===== src/core/alu_slice_pkg.sv =====
package alu_slice_pkg;

	////////////////////////////////////////////////////////////////////////////
	// instruction word layout
	localparam int INSTR_W = 14;
	localparam int DATA_W = 8;
	localparam int FADDR_W = 7;
	localparam int OPC_MSB = 13;
	localparam int OPC6_LSB = 8;
	localparam int OPC5_LSB = 9;
	localparam int DEST_BIT = 7;
	localparam int LIT_MSB = 7;
	localparam int NIB_W = 4;

	////////////////////////////////////////////////////////////////////////////
	// opcode patterns (upper six bits, or upper five where bit 8 is don't care)
	localparam logic [5:0] OPC_NIBBLE_SWAP = 6'h0e;
	localparam logic [5:0] OPC_XOR_LITERAL = 6'h3a;
	localparam logic [5:0] OPC_SUB_FROM_FILE = 6'h02;
	localparam logic [4:0] OPC_SUB_FROM_LITERAL = 5'h1e;

	// destination bit values
	localparam logic DEST_W = 1'h0;
	localparam logic DEST_FILE = 1'h1;

	////////////////////////////////////////////////////////////////////////////
	// reset values
	localparam logic [7:0] RST_W = 8'h00;
	localparam logic RST_CARRY = 1'h0;
	localparam logic RST_DIGIT_CARRY = 1'h0;
	localparam logic RST_ZERO = 1'h0;
	localparam logic [6:0] RST_FILE_ADDR = 7'h00;
	localparam logic [7:0] RST_FILE_DATA = 8'h00;

	////////////////////////////////////////////////////////////////////////////
	// decoded operation, one-hot
	typedef enum logic [4:0] {
		OP_NONE = 5'h01,
		OP_NIBBLE_SWAP = 5'h02,
		OP_XOR_LITERAL = 5'h04,
		OP_SUB_FROM_LITERAL = 5'h08,
		OP_SUB_FROM_FILE = 5'h10
	} op_t;

	// status flags kept by this slice
	typedef struct packed {
		logic carry;
		logic digit_carry;
		logic zero;
	} flags_t;

	// write toward the register file
	typedef struct packed {
		logic we;
		logic [6:0] addr;
		logic [7:0] data;
	} file_wr_t;

	// outcome of a subtraction
	typedef struct packed {
		logic [7:0] diff;
		logic carry;
		logic digit_carry;
	} sub_res_t;

	// all state of the slice
	typedef struct packed {
		logic [7:0] w;
		flags_t flags;
		file_wr_t file_wr;
		logic done;
		logic unknown;
	} alu_state_t;

endpackage


===== src/core/alu_slice.sv =====
`timescale 1ns/1ps
// What this block does
// - nibble swap exchanges high and low nibbles of file register, flags untouched
// - nibble swap result goes to W if destination bit 0, else file
// - literal XOR combines W with low eight instruction bits, result into W
// - subtract with negative difference clears carry; stored result wraps modulo 256
// - subtract with zero or positive difference sets carry
module alu_slice
	import alu_slice_pkg::*;
(
	input wire logic i_sys_clk,
	input wire logic i_rst_n,
	input wire logic i_exec,
	input wire logic [INSTR_W-1:0] i_instr,
	input wire logic [DATA_W-1:0] i_file_rdata,
	output logic [DATA_W-1:0] o_w,
	output logic o_carry,
	output logic o_digit_carry,
	output logic o_zero,
	output logic o_file_we,
	output logic [FADDR_W-1:0] o_file_waddr,
	output logic [DATA_W-1:0] o_file_wdata,
	output logic o_done,
	output logic o_unknown
);

	////////////////////////////////////////////////////////////////////////////
	// decoding helpers

	// the same opcode decode serves the datapath and the done/unknown flags
	function automatic op_t decode_op(input logic [INSTR_W-1:0] instr);
		op_t op;
		op = OP_NONE;
		if (instr[OPC_MSB:OPC6_LSB] == OPC_NIBBLE_SWAP) begin
			op = OP_NIBBLE_SWAP;
		end else if (instr[OPC_MSB:OPC6_LSB] == OPC_XOR_LITERAL) begin
			op = OP_XOR_LITERAL;
		end else if (instr[OPC_MSB:OPC5_LSB] == OPC_SUB_FROM_LITERAL) begin
			op = OP_SUB_FROM_LITERAL;
		end else if (instr[OPC_MSB:OPC6_LSB] == OPC_SUB_FROM_FILE) begin
			op = OP_SUB_FROM_FILE;
		end
		return op;
	endfunction

	function automatic logic [DATA_W-1:0] swap_nibbles(input logic [DATA_W-1:0] v);
		return {v[NIB_W-1:0], v[DATA_W-1:NIB_W]};
	endfunction

	// minuend minus subtrahend; borrow out of the ninth bit means negative
	function automatic sub_res_t subtract(input logic [DATA_W-1:0] minuend,
			input logic [DATA_W-1:0] subtrahend);
		sub_res_t r;
		logic [DATA_W:0] wide;
		logic [NIB_W:0] low;
		wide = {1'b0, minuend} - {1'b0, subtrahend};
		low = {1'b0, minuend[NIB_W-1:0]} - {1'b0, subtrahend[NIB_W-1:0]};
		r.diff = wide[DATA_W-1:0];
		r.carry = ~wide[DATA_W];
		r.digit_carry = ~low[NIB_W];
		return r;
	endfunction

	////////////////////////////////////////////////////////////////////////////
	// state

	alu_state_t state;
	alu_state_t next_state;

	op_t op;
	logic dest_file;
	logic [FADDR_W-1:0] faddr;
	logic [DATA_W-1:0] literal;
	logic [DATA_W-1:0] swapped;
	logic [DATA_W-1:0] xored;
	sub_res_t sub_lit;
	sub_res_t sub_file;

	assign op = decode_op(i_instr);
	assign dest_file = i_instr[DEST_BIT];
	assign faddr = i_instr[FADDR_W-1:0];
	assign literal = i_instr[LIT_MSB:0];
	assign swapped = swap_nibbles(i_file_rdata);
	assign xored = state.w ^ literal;
	assign sub_lit = subtract(literal, state.w);
	assign sub_file = subtract(i_file_rdata, state.w);

	////////////////////////////////////////////////////////////////////////////
	// next state

	always_comb begin
		next_state = state;
		// file write, done and unknown are one-cycle pulses
		next_state.file_wr.we = 1'b0;
		next_state.done = 1'b0;
		next_state.unknown = 1'b0;
		if (i_exec) begin
			// every operation retires in the single cycle after i_exec
			next_state.done = (op != OP_NONE);
			case (op)
				OP_NIBBLE_SWAP: begin
					// flags deliberately left alone here
					if (dest_file == DEST_W) begin
						next_state.w = swapped;
					end else begin
						next_state.file_wr.we = 1'b1;
						next_state.file_wr.addr = faddr;
						next_state.file_wr.data = swapped;
					end
				end
				OP_XOR_LITERAL: begin
					next_state.w = xored;
					next_state.flags.zero = (xored == 8'h00);
				end
				OP_SUB_FROM_LITERAL: begin
					next_state.w = sub_lit.diff;
					next_state.flags.carry = sub_lit.carry;
					next_state.flags.digit_carry = sub_lit.digit_carry;
					next_state.flags.zero = (sub_lit.diff == 8'h00);
				end
				OP_SUB_FROM_FILE: begin
					if (dest_file == DEST_W) begin
						next_state.w = sub_file.diff;
					end else begin
						next_state.file_wr.we = 1'b1;
						next_state.file_wr.addr = faddr;
						next_state.file_wr.data = sub_file.diff;
					end
					next_state.flags.carry = sub_file.carry;
					next_state.flags.digit_carry = sub_file.digit_carry;
					next_state.flags.zero = (sub_file.diff == 8'h00);
				end
				OP_NONE: begin
					// other instructions belong to other slices; just report
					next_state.unknown = 1'b1;
				end
				default: begin
					next_state.unknown = 1'b1;
				end
			endcase
		end
	end

	////////////////////////////////////////////////////////////////////////////
	// register

	always_ff @(posedge i_sys_clk or negedge i_rst_n) begin
		if (!i_rst_n) begin
			state.w <= RST_W;
			state.flags.carry <= RST_CARRY;
			state.flags.digit_carry <= RST_DIGIT_CARRY;
			state.flags.zero <= RST_ZERO;
			state.file_wr.we <= 1'b0;
			state.file_wr.addr <= RST_FILE_ADDR;
			state.file_wr.data <= RST_FILE_DATA;
			state.done <= 1'b0;
			state.unknown <= 1'b0;
		end else begin
			state <= next_state;
		end
	end

	////////////////////////////////////////////////////////////////////////////
	// outputs, all straight from flip-flops

	assign o_w = state.w;
	assign o_carry = state.flags.carry;
	assign o_digit_carry = state.flags.digit_carry;
	assign o_zero = state.flags.zero;
	assign o_file_we = state.file_wr.we;
	assign o_file_waddr = state.file_wr.addr;
	assign o_file_wdata = state.file_wr.data;
	assign o_done = state.done;
	assign o_unknown = state.unknown;

endmodule


===== config.mk =====
export PLATFORM = sky130hd
export DESIGN_NAME = alu_slice
export DESIGN_NICKNAME = d
export VERILOG_FILES = /design/src/core/alu_slice_pkg.sv /design/src/core/alu_slice.sv
export SDC_FILE = /design/constraint.sdc
export NUM_CORES = 1
export LEC_CHECK = 0
export ABC_AREA = 1
export BUFFER_PORTS_ARGS = -buffer_cell sky130_fd_sc_hd__buf_2
export CORE_ASPECT_RATIO = 1.25
export CORE_MARGIN = 2
export CORE_UTILIZATION = 50
export CTS_CLUSTER_DIAMETER = 40
export CTS_CLUSTER_SIZE = 40
export DETAILED_ROUTE_END_ITERATION = 16
export PLACE_DENSITY_LB_ADDON = 0.05
export SETUP_SLACK_MARGIN = 0.4
export SLEW_MARGIN = 15
export SYNTH_ARGS = -nofsm -noshare
export SYNTH_HDL_FRONTEND = slang
export SYNTH_SLANG_ARGS = --single-unit

===== constraint.sdc =====
create_clock -name i_sys_clk -period 2.2 [get_ports i_sys_clk]
set_input_delay 0.66 -clock i_sys_clk [delete_from_list [all_inputs] [get_ports i_sys_clk]]
set_output_delay 0.66 -clock i_sys_clk [all_outputs]
set_load 0.005 [all_outputs]

==> impl_metrics.py, run 1 <==
metrics = {
    "sta": {
        "hold_viol": 0,
        "fmax_mhz": 515,
        "slew_headroom_pct": 54.6,
        "holdWs_ps": 416,
        "setup_viol": 0,
        "min_period_over_period_pct": 88.3,
        "worst_pin_slew_ps": 681,
        "skew_ps": 3.28,
        "grt_setup_unrepaired": "yes",
        "period_needed_ps": 1940,
        "final_max_slew_viol_count": 0,
        "fin_ws_ps": 257,
    },
    "cts": {
        "cts_max_level": 2,
        "numCtsBuffers": 5,
        "postCtsHoldBufs": 0,
        "clock_latency_ps": 280,
        "tritoncts": "yes",
        "path_clk_slew_ps": 60,
        "clockBufferDepth": 2,
        "root_buffer": "clkbuf_8",
        "clock-sinks": 29,
    },
    "layout": {
        "final_common_cell": "nand2_1",
        "utilization_pct": 75.3,
        "area_delta_synth_final_pct": 43.3,
        "nNetsFinal": 472,
        "final_cell_mix": "nand2_1 (83), buf_2 (51), inv_1 (41), dfrtp_1 (28), nor2_1 (25)",
        "antenna-diode-count": 0,
        "final_layout_size_suffix_gt1_share_pct": 41.7,
        "nFillCells": 347,
        "final_cells": 485,
    },
    "power_and_ir_drop": {
        "p_leak_nw": 1.76,
        "pwr_density_cell_nw_per_um2": 835,
        "peakVddDrop_uv": 439,
    },
    "die": {
        "row_count": 27,
        "ios": 54,
        "die_w_um": 65.5,
        "initial_core_util_pct": 52.6,
        "die_h_um": 80.9,
        "die_area_um2": 5290,
        "core_area_um2": 4490,
    },
    "setup_path": {
        "arrival_ps": 2120,
        "required_ps": 2380,
        "cp_common_cell": "nand3_2",
        "reg2reg_slack_ps": 300,
        "worstSetupPathType": "in -> reg",
        "path_cells": "buf_12 -> inv_16 -> ha_4 -> inv_2 -> fa_2 -> nand3_2 -> nand2_2 -> nand2_2 -> nand3_2 -> nand2_4 -> nand2_1 -> nand3_2 -> nand3_1 -> nand2_1 -> inv_1",
        "critPathMaxStageDelay_ps": 370,
        "worstSetupEndpointType": "register",
        "critPathSlowestCell": "fa_2",
        "startpoint_type": "primary input",
        "path_max_fanout": 4,
    },
    "synth": {
        "synth_area_leaders": "dfrtp_1 (31%), nand2_1 (17%), ha_1 (9.5%)",
        "yosysSeqAreaShare_pct": 30.7,
        "ys_seq_elements": 29,
        "yosysWarnings": 0,
        "synthesis.nets": 392,
        "yosys.area.top_type": "dfrtp_1",
        "postSynthAreaPerCell_um2": 6.81,
        "synth_cell_types": 35,
        "synth_top_area_share_pct": 30.7,
        "synthCells": 347,
        "synth_area_um2": 2360,
    },
    "global_route": {
        "grt_util_all_layers_pct": 28.0,
        "grt_start_max_net_pins": 30,
        "antenna_found_initial": 0,
        "grt_pass1_wl_um": 11300,
        "gr-total-overflow": 0,
        "grt_pass1_vias": 2446,
    },
    "route": {
        "drt_pre_antenna_iters": 5,
        "dr.first_iter.drc_count": 175,
        "drt_wl_total_um": 7460,
        "ant_nets": 0,
        "via_count": 2628,
        "drcViolationCount": 0,
        "wl_per_cell_um": 15.4,
        "vias_per_cell": 5.42,
    },
    "hold_path": {
        "hp-class": "in -> async",
    },
    "outcome": {
        "status": "complete, no violations",
    },
    "placement": {
        "dp.cells": 472,
        "io_buffers": 53,
        "routabilityCongestion": 0.931,
        "hpwl_um": 5650,
        "dp_worst_setup_slack_ps": -123,
    },
    "run": {
        "drv_cap": 0,
    },
}
## state kept, by name (all words and copies together), names as in the netlist
register and cells:
o_carry 1, o_file_we 1, o_zero 1, o_digit_carry 1
o_w 8, o_done 1, o_file_wdata 8, o_file_waddr 7
o_unknown 1
## logic make-up (layout without fill, tap and decap cells)
logic type	Yosys count	in the layout	synth area share, %
xor+xnor	1	1	0.371
fa+ha+maj	20	20	11.2
flops	29	29	30.7
simple gates	188	188	35.2
compound gates	49	49	12.3
buf+inv	60	140	10.1
## repair_timing
item / 4_1_cts / 5_1_grt
resized for setup: 17 / 64
endpoints found under the setup margin: 12 / 14
buffers inserted: 0 / 6
pin swaps: 15 / 26
## worst max-delay path, delay by kind of cell
family                     cells  cell delay (ps)
and+or+nand+nor                9              750
adders and majority gates      2              480
buffers and inverters          4              210
## worst paths after layout
check | depth (start not counted) | from | end
max in group asynchronous | 1 | i_rst_n | o_w[0]$_DFFE_PN0P_
setup / recovery | 15 | i_file_rdata[0] | o_zero$_DFFE_PN0P_
min in group i_sys_clk | 2 | o_file_waddr[2]$_DFFE_PN0P_ | o_file_waddr[2]$_DFFE_PN0P_
hold / removal | 1 | i_rst_n | o_file_wdata[0]$_DFFE_PN0P_
hold reg to reg | 2 | o_file_waddr[2]$_DFFE_PN0P_ | o_file_waddr[2]$_DFFE_PN0P_
setup reg to reg | 12 | o_w[0]$_DFFE_PN0P_ | o_zero$_DFFE_PN0P_
## power by group
group / switching (mW) / internal, mW / leakage (nW)
Sequential: 0.0822 / 0.647 / 0.362
Clock: 0.199 / 0.248 / 0.0443
Combinational: 0.936 / 0.716 / 1.36
## cell type report
type                    count  area [µm²]  area share, %
repair buffers             77         487           14.4
flip-flops and latches     29         727           21.5
inverters                  56         245           7.25
multi-input cells         258        1770           52.2
clock buffers               7        86.3           2.55
well taps                  58        72.6           2.14
## through the flow
| step | total power [mW] | instance area (µm²) | TNS, ps |
|---|---|---|---|
| final | 2.83 | 3380 | 0 |
| after global routing | 3.04 | 3380 | 0 |
| after CTS | 2.51 | 3090 | 0 |
| after detailed placement | 2.00 | 2930 | -322 |
| after global placement | 1.98 | 2930 | -165 |
| after floorplan | 1.57 | 2480 | 0 |
## routing by layer
| layer | wire length [µm] | vias to the layer above | track usage (%) |
|---|---|---|---|
| met2 | 3790 | 106 | 49.8 |
| met1 | 2970 | 1214 | 33.5 |
| met4 | 313 | 0 | 12.7 |
| met3 | 380 | 29 | 3.74 |
| li1 | - | 1279 | - |
| met5 | 0 | - | 0 |
## Yosys cell counts
cell and instances:
buf_4 1, nand4_1 5, a211oi_1 1, nor3_1 1, nor4_1 1, nand2_4 1
xnor2_1 1, fa_1 2, nor2_1 32, ha_1 18, o221ai_1 1, a21o_1 1
a21oi_1 19, nand4_2 1, inv_1 54, o21a_1 3, dfrtp_1 29, buf_6 1
nand2_1 105, nand3b_1 2, nand2_2 3, a2bb2oi_1 3, o211ai_1 3, nand3_1 28
o21ai_2 1, buf_2 2, o22ai_1 2, or2_2 1, nor2_4 2, o21ai_0 10
nand3_2 3, nor2_2 3, a31oi_1 4, inv_2 2, o21ai_1 1
No activity file was read; power rests on OpenSTA's default activity.
==> run 2: changes to the inputs <==
- CELL_PAD_IN_SITES_DETAIL_PLACEMENT: default -> 1
- CELL_PAD_IN_SITES_GLOBAL_PLACEMENT: default -> 1
- CORE_UTILIZATION: 50 -> 39
- CTS_BUF_LIST: default -> sky130_fd_sc_hd__clkbuf_8
==> run 2 against run 1 <==
Compared with the run above:
- core utilization down 17 points
- sequential power barely moved
- maximum frequency shrank 6.3%
- die area up 27%
- sequential cell count did not move
- clock skew is 4.2 ps higher
- worst hold slack about the same
- highest routed layer unchanged
==> impl_metrics.py, run 2 (synthesized netlist as in run 1, its figures left out) <==
metrics = {
    "global_route": {
        "antenna_found_initial": 0,
        "grt_start_max_net_pins": 30,
        "grt_util_all_layers_pct": 27.7,
        "grt_pass1_vias": 2840,
        "grt_pass1_wl_um": 14000,
        "gr-total-overflow": 0,
    },
    "layout": {
        "final_cells": 499,
        "final_layout_size_suffix_gt1_share_pct": 40.4,
        "nFillCells": 760,
        "multi_input_area_um2": 1730,
        "area_delta_synth_final_pct": 44.5,
        "seq_area_um2": 727,
        "utilization_pct": 58.7,
        "antenna-diode-count": 0,
        "final_cell_mix": "nand2_1 (90), buf_2 (51), inv_1 (40), nor2_1 (29)",
        "final_common_cell": "nand2_1",
        "nNetsFinal": 477,
    },
    "cts": {
        "numCtsBuffers": 5,
        "tritoncts": "yes",
        "postCtsHoldBufs": 0,
        "clock-sinks": 29,
        "cts_max_level": 2,
        "path_clk_slew_ps": 70,
        "clock_latency_ps": 290,
        "root_buffer": "clkbuf_8",
        "clockBufferDepth": 2,
    },
    "route": {
        "top_layer": "met4",
        "wl_per_cell_um": 18.1,
        "met2_length_um": 4980,
        "ant_nets": 0,
        "wirelength_met1_um": 3450,
        "drt_wl_total_um": 9020,
        "drcViolationCount": 0,
        "route.met3.wl_um": 296,
        "via_count": 2738,
        "vias_per_cell": 5.49,
        "dr.first_iter.drc_count": 91,
        "drt_pre_antenna_iters": 4,
    },
    "hold_path": {
        "hp-class": "in -> async",
    },
    "setup_path": {
        "r2r-start": "o_w[0]$_DFFE_PN0P_",
        "path_max_fanout": 3,
        "arrival_ps": 2250,
        "startpoint": "i_file_rdata[0]",
        "required_ps": 2380,
        "worstSetupEndpointType": "register",
        "worstSetupPathType": "in -> reg",
        "startpoint_type": "primary input",
    },
    "sta": {
        "hold_viol": 0,
        "fmax_mhz": 482,
        "grt_setup_unrepaired": "yes",
        "setup_viol": 0,
        "min_period_over_period_pct": 94.2,
        "period_needed_ps": 2070,
        "worst_pin_slew_ps": 715,
        "final_max_slew_viol_count": 0,
        "skew_ps": 7.51,
        "slew_headroom_pct": 52.3,
        "fin_ws_ps": 127,
    },
    "placement": {
        "hpwl_um": 6650,
        "dp_worst_setup_slack_ps": -140,
        "io_buffers": 53,
        "dp.cells": 481,
        "routabilityCongestion": 0.949,
    },
    "run": {
        "drv_cap": 0,
    },
    "die": {
        "initial_core_util_pct": 40.6,
        "ios": 54,
        "row_count": 31,
        "die_w_um": 73.6,
        "core_area_um2": 5820,
        "die_area_um2": 6700,
        "die_h_um": 91.0,
    },
    "power_and_ir_drop": {
        "peakVddDrop_uv": 378,
        "pwr_density_cell_nw_per_um2": 896,
        "total_power_mw": 3.06,
        "p_leak_nw": 1.79,
    },
    "outcome": {
        "status": "complete, no violations",
    },
}
[run 2: cell type report]
class / count / area share (%)
clock buffer: 6 / 2.42
clock inverter: 2 / 0.990
inverter: 56 / 7.18
multi-input combinational: 258 / 50.8
sequential: 29 / 21.3
tap: 66 / 2.42
timing repair buffer: 82 / 14.9
[run 2: where the power goes]
group | leakage (nW) | switching (mW) | total [mW] | internal [mW]
Sequential | 0.362 | 0.0803 | 0.727 | 0.647
Combinational | 1.36 | 1.00 | 1.75 | 0.746
Clock | 0.0626 | 0.221 | 0.586 | 0.364
Total | 1.79 | 1.30 | 3.06 | 1.76
[run 2: path summary, 6_finish.rpt]
path	endpoint	slack, ps	cells past startpoint
max	o_w[6]$_DFFE_PN0P_	130	13
min	o_file_waddr[0]$_DFFE_PN0P_	420	1
max reg2reg	o_w[6]$_DFFE_PN0P_	200	11
min reg2reg	o_file_waddr[5]$_DFFE_PN0P_	480	2
max in group asynchronous	o_w[0]$_DFFE_PN0P_	1280	1
min in group i_sys_clk	o_file_waddr[5]$_DFFE_PN0P_	480	2
[run 2: layer usage]
layer | vias to the layer above | global-route usage (%)
met4 | 0 | 10.8
met2 | 69 | 50.5
met3 | 23 | 4.33
met1 | 1351 | 30.9
met5 | - | 0
li1 | 1295 | -
[run 2: critical path, cell delays in order]
cell and delay, ps:
buf_12 110, inv_16 40, ha_4 120, inv_2 30, fa_2 360, nand3_2 130
nand2_4 70, nand2_2 90, nand4_1 210, nand3_1 170, nand4_1 110, nand2_1 90
nand2_1 50
[run 2: per-stage QoR]
step	TNS, ps	cell area (µm²)	hold slack, ps
floorplan	0	2480	364
global placement	-301	2940	457
detailed placement	-642	2940	468
CTS	0	3200	436
global route	0	3410	464
finish	0	3410	416
[run 2: timing repair]
item,in CTS,in global routing
resized for setup,33,39
pin swaps,14,23
setup buffers,3,7
endpoints found under the setup margin,13,22
==> run 3: changes to the inputs <==
- ABC_AREA: 1 -> 0
- CORE_UTILIZATION: 39 -> 41
==> run 3 against run 2 <==
Compared with the run above:
- the flow now stops in global routing (5_1_grt)
- synthesized cell count fell by 21%
- area after synthesis fell by 4.8%
==> impl_metrics.py, run 3 <==
metrics = {
    "outcome": {
        "status": "aborted with a tool error",
        "lastStage": "global routing (5_1_grt)",
        "toolErrorMsg": "[ERROR GRT-0232] Routing congestion too high. Check the congestion heatmap in the GUI.",
    },
    "placement": {
        "hpwl_um": 7280,
        "routabilityCongestion": 0.935,
        "dp_worst_setup_slack_ps": -447,
        "io_buffers": 53,
    },
    "synth": {
        "synth_area_leaders": "dfrtp_1 (32%), ha_1 (10%), o21ai_0 (6.7%)",
        "synth_top_area_share_pct": 32.3,
        "yosysWarnings": 0,
        "synth_ff_type": "dfrtp_1",
        "yosysMostFrequentCell": "nand2_1",
        "synth_cell_types": 51,
        "yosys.area.top_type": "dfrtp_1",
        "ys_seq_elements": 29,
        "synth_area_um2": 2250,
        "synth_edf_count": 0,
        "async_reset_ff_share_pct": 100,
        "synthCells": 273,
        "yosysSeqAreaShare_pct": 32.3,
        "synthTopCellsByCount": "nand2_1 (38), o21ai_0 (30), dfrtp_1 (29)",
        "postSynthAreaPerCell_um2": 8.24,
        "synthesis.nets": 318,
    },
    "cts": {
        "clockBufferDepth": 2,
        "numCtsBuffers": 5,
        "root_buffer": "clkbuf_8",
        "cts_max_level": 2,
        "clock-sinks": 29,
    },
    "sta": {
        "endpoint_type": "register input",
        "grt_worst_setup_endpoint": "o_file_wdata[6]$_DFFE_PN0P_/D",
    },
    "die": {
        "initial_core_util_pct": 41.9,
        "die_w_um": 70.3,
        "row_count": 30,
        "ios": 54,
        "die_h_um": 86.8,
    },
    "global_route": {
        "grt_start_max_net_pins": 30,
        "gr-total-overflow": 159,
        "grt_util_all_layers_pct": 74.4,
    },
}
==> run 3: cell types whose count changed after synthesis, sizes merged, moves of 9 or more <==
| cell | delta |
|---|---|
| o21ai | +18 |
| nor2 | -17 |
| inv | -39 |
| nand3 | -30 |
| nand2 | -71 |
| clkbuf | +9 |
==> run 3: through the flow <==
stage / utilization, % / hold slack (ps) / instances / area, µm²
floorplan: - / 364 / 273 / 2330
CTS: 71.7 / 432 / 484 / 3850
detailed placement: 60.3 / 465 / 458 / 3240
global placement: 60.3 / 453 / 458 / 3240
==> run 3: cells by family after synthesis <==
kind of cell | share of synthesized area [%]
AO/OA/AOI/OAI | 26.4
XOR/XNOR | 2.73
flip-flops | 32.3
AND/OR/NAND/NOR | 21.6
adder cells (fa/ha/maj) | 11.8
buffers and inverters | 4.78
multiplexers | 0.445
==> run 3: metal layers <==
| layer | GRT usage (%) | overflow |
|---|---|---|
| met4 | 90.2 | 67 |
| met2 | 99.3 | 86 |
| met1 | 70.4 | 4 |
| met3 | 46.6 | 2 |
| met5 | 0 | 0 |
==> run 3: repair_timing <==
item,CTS
gates cloned,3
pin swaps,40
setup endpoints to repair,29
resized for setup,94
hold buffers,0
setup buffers,15
==> run 4: changes to the inputs <==
- CELL_PAD_IN_SITES_DETAIL_PLACEMENT: 1 -> default
- CELL_PAD_IN_SITES_GLOBAL_PLACEMENT: 1 -> default
- CORE_ASPECT_RATIO: 1.25 -> default
- CORE_UTILIZATION: 41 -> 35
- CTS_BUF_LIST: sky130_fd_sc_hd__clkbuf_8 -> default
- CTS_CLUSTER_DIAMETER: 40 -> default
- CTS_CLUSTER_SIZE: 40 -> default
- PLACE_DENSITY_LB_ADDON: 0.05 -> 0.15
- SETUP_SLACK_MARGIN: 0.4 -> default
==> run 4 against run 3 <==
Compared with the run above:
- the flow now finishes, with violations (setup timing)
- area after synthesis stayed put
- synthesized cell count stayed put
==> impl_metrics.py, run 4 <==
metrics = {
    "outcome": {
        "status": "finished with violations",
        "violations": "setup timing",
    },
    "route": {
        "drt_pre_antenna_iters": 4,
        "dr.first_iter.drc_count": 113,
        "vias_per_cell": 5.33,
        "drcViolationCount": 0,
        "via_count": 2566,
        "drt_wl_total_um": 7980,
        "ant_nets": 0,
        "wl_per_cell_um": 16.6,
    },
    "synth": {
        "postSynthAreaPerCell_um2": 8.24,
        "yosysSeqAreaShare_pct": 32.3,
        "synthCells": 273,
        "yosysWarnings": 0,
        "synth_ff_type": "dfrtp_1",
        "yosysMostFrequentCell": "nand2_1",
        "synth_cell_types": 51,
        "synth_area_leaders": "dfrtp_1 (32%), ha_1 (10%), o21ai_0 (6.7%)",
        "yosys.area.top_type": "dfrtp_1",
        "synth_area_um2": 2250,
        "synthesis.nets": 318,
        "ys_seq_elements": 29,
        "synthTopCellsByCount": "nand2_1 (38), o21ai_0 (30), dfrtp_1 (29)",
        "synth_top_area_share_pct": 32.3,
        "synth_edf_count": 0,
        "async_reset_ff_share_pct": 100,
    },
    "cts": {
        "clock-sinks": 29,
        "root_buffer": "clkbuf_8",
        "numCtsBuffers": 5,
        "cts_max_level": 2,
        "path_clk_slew_ps": 70,
        "tritoncts": "yes",
        "clock_latency_ps": 280,
        "clockBufferDepth": 2,
    },
    "setup_path": {
        "critPathMaxStageDelay_ps": 420,
        "rr_worst_depth": 9,
        "startpoint": "i_instr[0]",
        "arrival_ps": 2420,
        "worstSetupEndpointType": "register",
        "startpoint_type": "primary input",
        "path_max_fanout": 3,
        "path_cells": "buf_6 -> inv_12 -> ha_4 -> inv_2 -> fa_2 -> a211oi_4 -> o21bai_1 -> a211oi_2 -> nor2_2 -> a221oi_2 -> o31ai_1",
        "r2r-end": "o_w[6]$_DFFE_PN0P_",
        "required_ps": 2360,
        "r2r-start": "o_w[0]$_DFFE_PN0P_",
        "worstSetupPathType": "in -> reg",
        "critPathSlowestCell": "fa_2",
        "reg2reg_slack_ps": -30,
    },
    "power_and_ir_drop": {
        "peakVddDrop_uv": 409,
        "pwr_density_cell_nw_per_um2": 788,
        "p_leak_nw": 1.70,
    },
    "sta": {
        "fmax_mhz": 443,
        "skew_ps": 9.99,
        "min_period_over_period_pct": 103,
        "period_needed_ps": 2260,
        "grt_setup_unrepaired": "yes",
        "worst_pin_slew_ps": 704,
        "hold_viol": 0,
        "slew_headroom_pct": 53.1,
        "setup_viol": 3,
        "final_max_slew_viol_count": 0,
        "fin_ws_ps": -59.7,
    },
    "hold_path": {
        "hp-class": "in -> async",
    },
    "layout": {
        "area_delta_synth_final_pct": 54.8,
        "final_common_cell": "buf_4",
        "antenna-diode-count": 0,
        "nNetsFinal": 448,
        "final_layout_size_suffix_gt1_share_pct": 44.6,
        "utilization_pct": 55.5,
        "final_cells": 481,
        "final_cell_mix": "buf_4 (80), buf_2 (51), nand2_1 (37), dfrtp_1 (28), o21ai_0 (21)",
    },
    "die": {
        "die_w_um": 84.2,
        "die_h_um": 84.2,
        "die_area_um2": 7080,
        "row_count": 29,
        "initial_core_util_pct": 35.8,
        "core_area_um2": 6280,
        "ios": 54,
    },
    "global_route": {
        "grt_start_max_net_pins": 30,
        "grt_pass1_wl_um": 12700,
        "gr-total-overflow": 0,
        "antenna_found_initial": 0,
        "grt_util_all_layers_pct": 22.7,
        "grt_pass1_vias": 2514,
    },
    "run": {
        "drv_cap": 0,
    },
    "placement": {
        "dp.cells": 470,
        "hpwl_um": 6400,
        "io_buffers": 53,
        "routabilityCongestion": 0.955,
    },
}
## run 4: cell counts after synthesis
No cell type changed its count.
## run 4: worst max path at each step
stage                                    end  slack, ps  depth (start not counted)
after floorplan           o_w[2]$_DFFE_PN0P_       -170                          7
after global placement    o_w[6]$_DFFE_PN0P_       -350                         11
after detailed placement  o_w[6]$_DFFE_PN0P_       -410                         11
after CTS                 o_w[6]$_DFFE_PN0P_        -40                         11
after global routing      o_w[6]$_DFFE_PN0P_       -140                         10
final                     o_w[6]$_DFFE_PN0P_        -60                         11
## run 4: worst max-delay path, delay by kind of cell
family	cells	cell delay, ps
simple gates	1	80
compound gates	5	950
fa+ha+maj	2	530
buf+inv	3	190
## run 4: per-stage QoR
| stage | area [µm²] | power (mW) | hold WS [ps] | TNS [ps] | setup slack [ps] |
|---|---|---|---|---|---|
| 5_1_grt | 3480 | 2.92 | 460 | -505 | -140 |
| 4_1_cts | 3360 | 2.63 | 438 | -74.6 | -43.0 |
| 3_5_place_dp | 3230 | 2.13 | 457 | -5290 | -406 |
| 2_1_floorplan | 2320 | 1.41 | 364 | -512 | -172 |
| 6_report | 3480 | 2.74 | 420 | -98.0 | -59.7 |
| 3_3_place_gp | 3230 | 2.12 | 454 | -4800 | -347 |
## run 4: where the power goes
part           switching, mW  internal [mW]  total (mW)
combinational          0.799          0.819        1.62
sequential            0.0656          0.622       0.687
clock                  0.218          0.219       0.438
## run 4: final cells by class
type / count / area (µm²)
fillers: 582 / 2800
multi-input cells: 216 / 1590
repair buffers: 134 / 902
flip-flops and latches: 29 / 727
well taps: 77 / 96.3
inverters: 17 / 82.6
clock buffers: 6 / 72.6
clock inverters: 2 / 10.0
## run 4: routing by layer
layer	routed length (µm)	track usage, %
met5	0	0
met3	468	3.44
met4	161	7.33
met1	3710	31.2
met2	3640	36.9
## run 4: kinds of logic (layout without fill, tap and decap cells)
family / Yosys count / count (layout) / share of synthesized area [%]
buffers and inverters: 28 / 159 / 4.78
DFF: 29 / 29 / 32.3
adders and majority gates: 20 / 20 / 11.8
muxes: 1 / 1 / 0.445
AOI/OAI and AO/OA: 92 / 92 / 26.4
xor gates and xnor gates: 7 / 7 / 2.73
and+or+nand+nor: 96 / 96 / 21.6
## run 4: what timing repair did
action / in CTS / in global routing
buffers inserted: 3 / 1
resized for setup: 6 / 35
pin swaps: 7 / 18
setup endpoints to repair: 6 / 15
hold buffers: 0 / 0
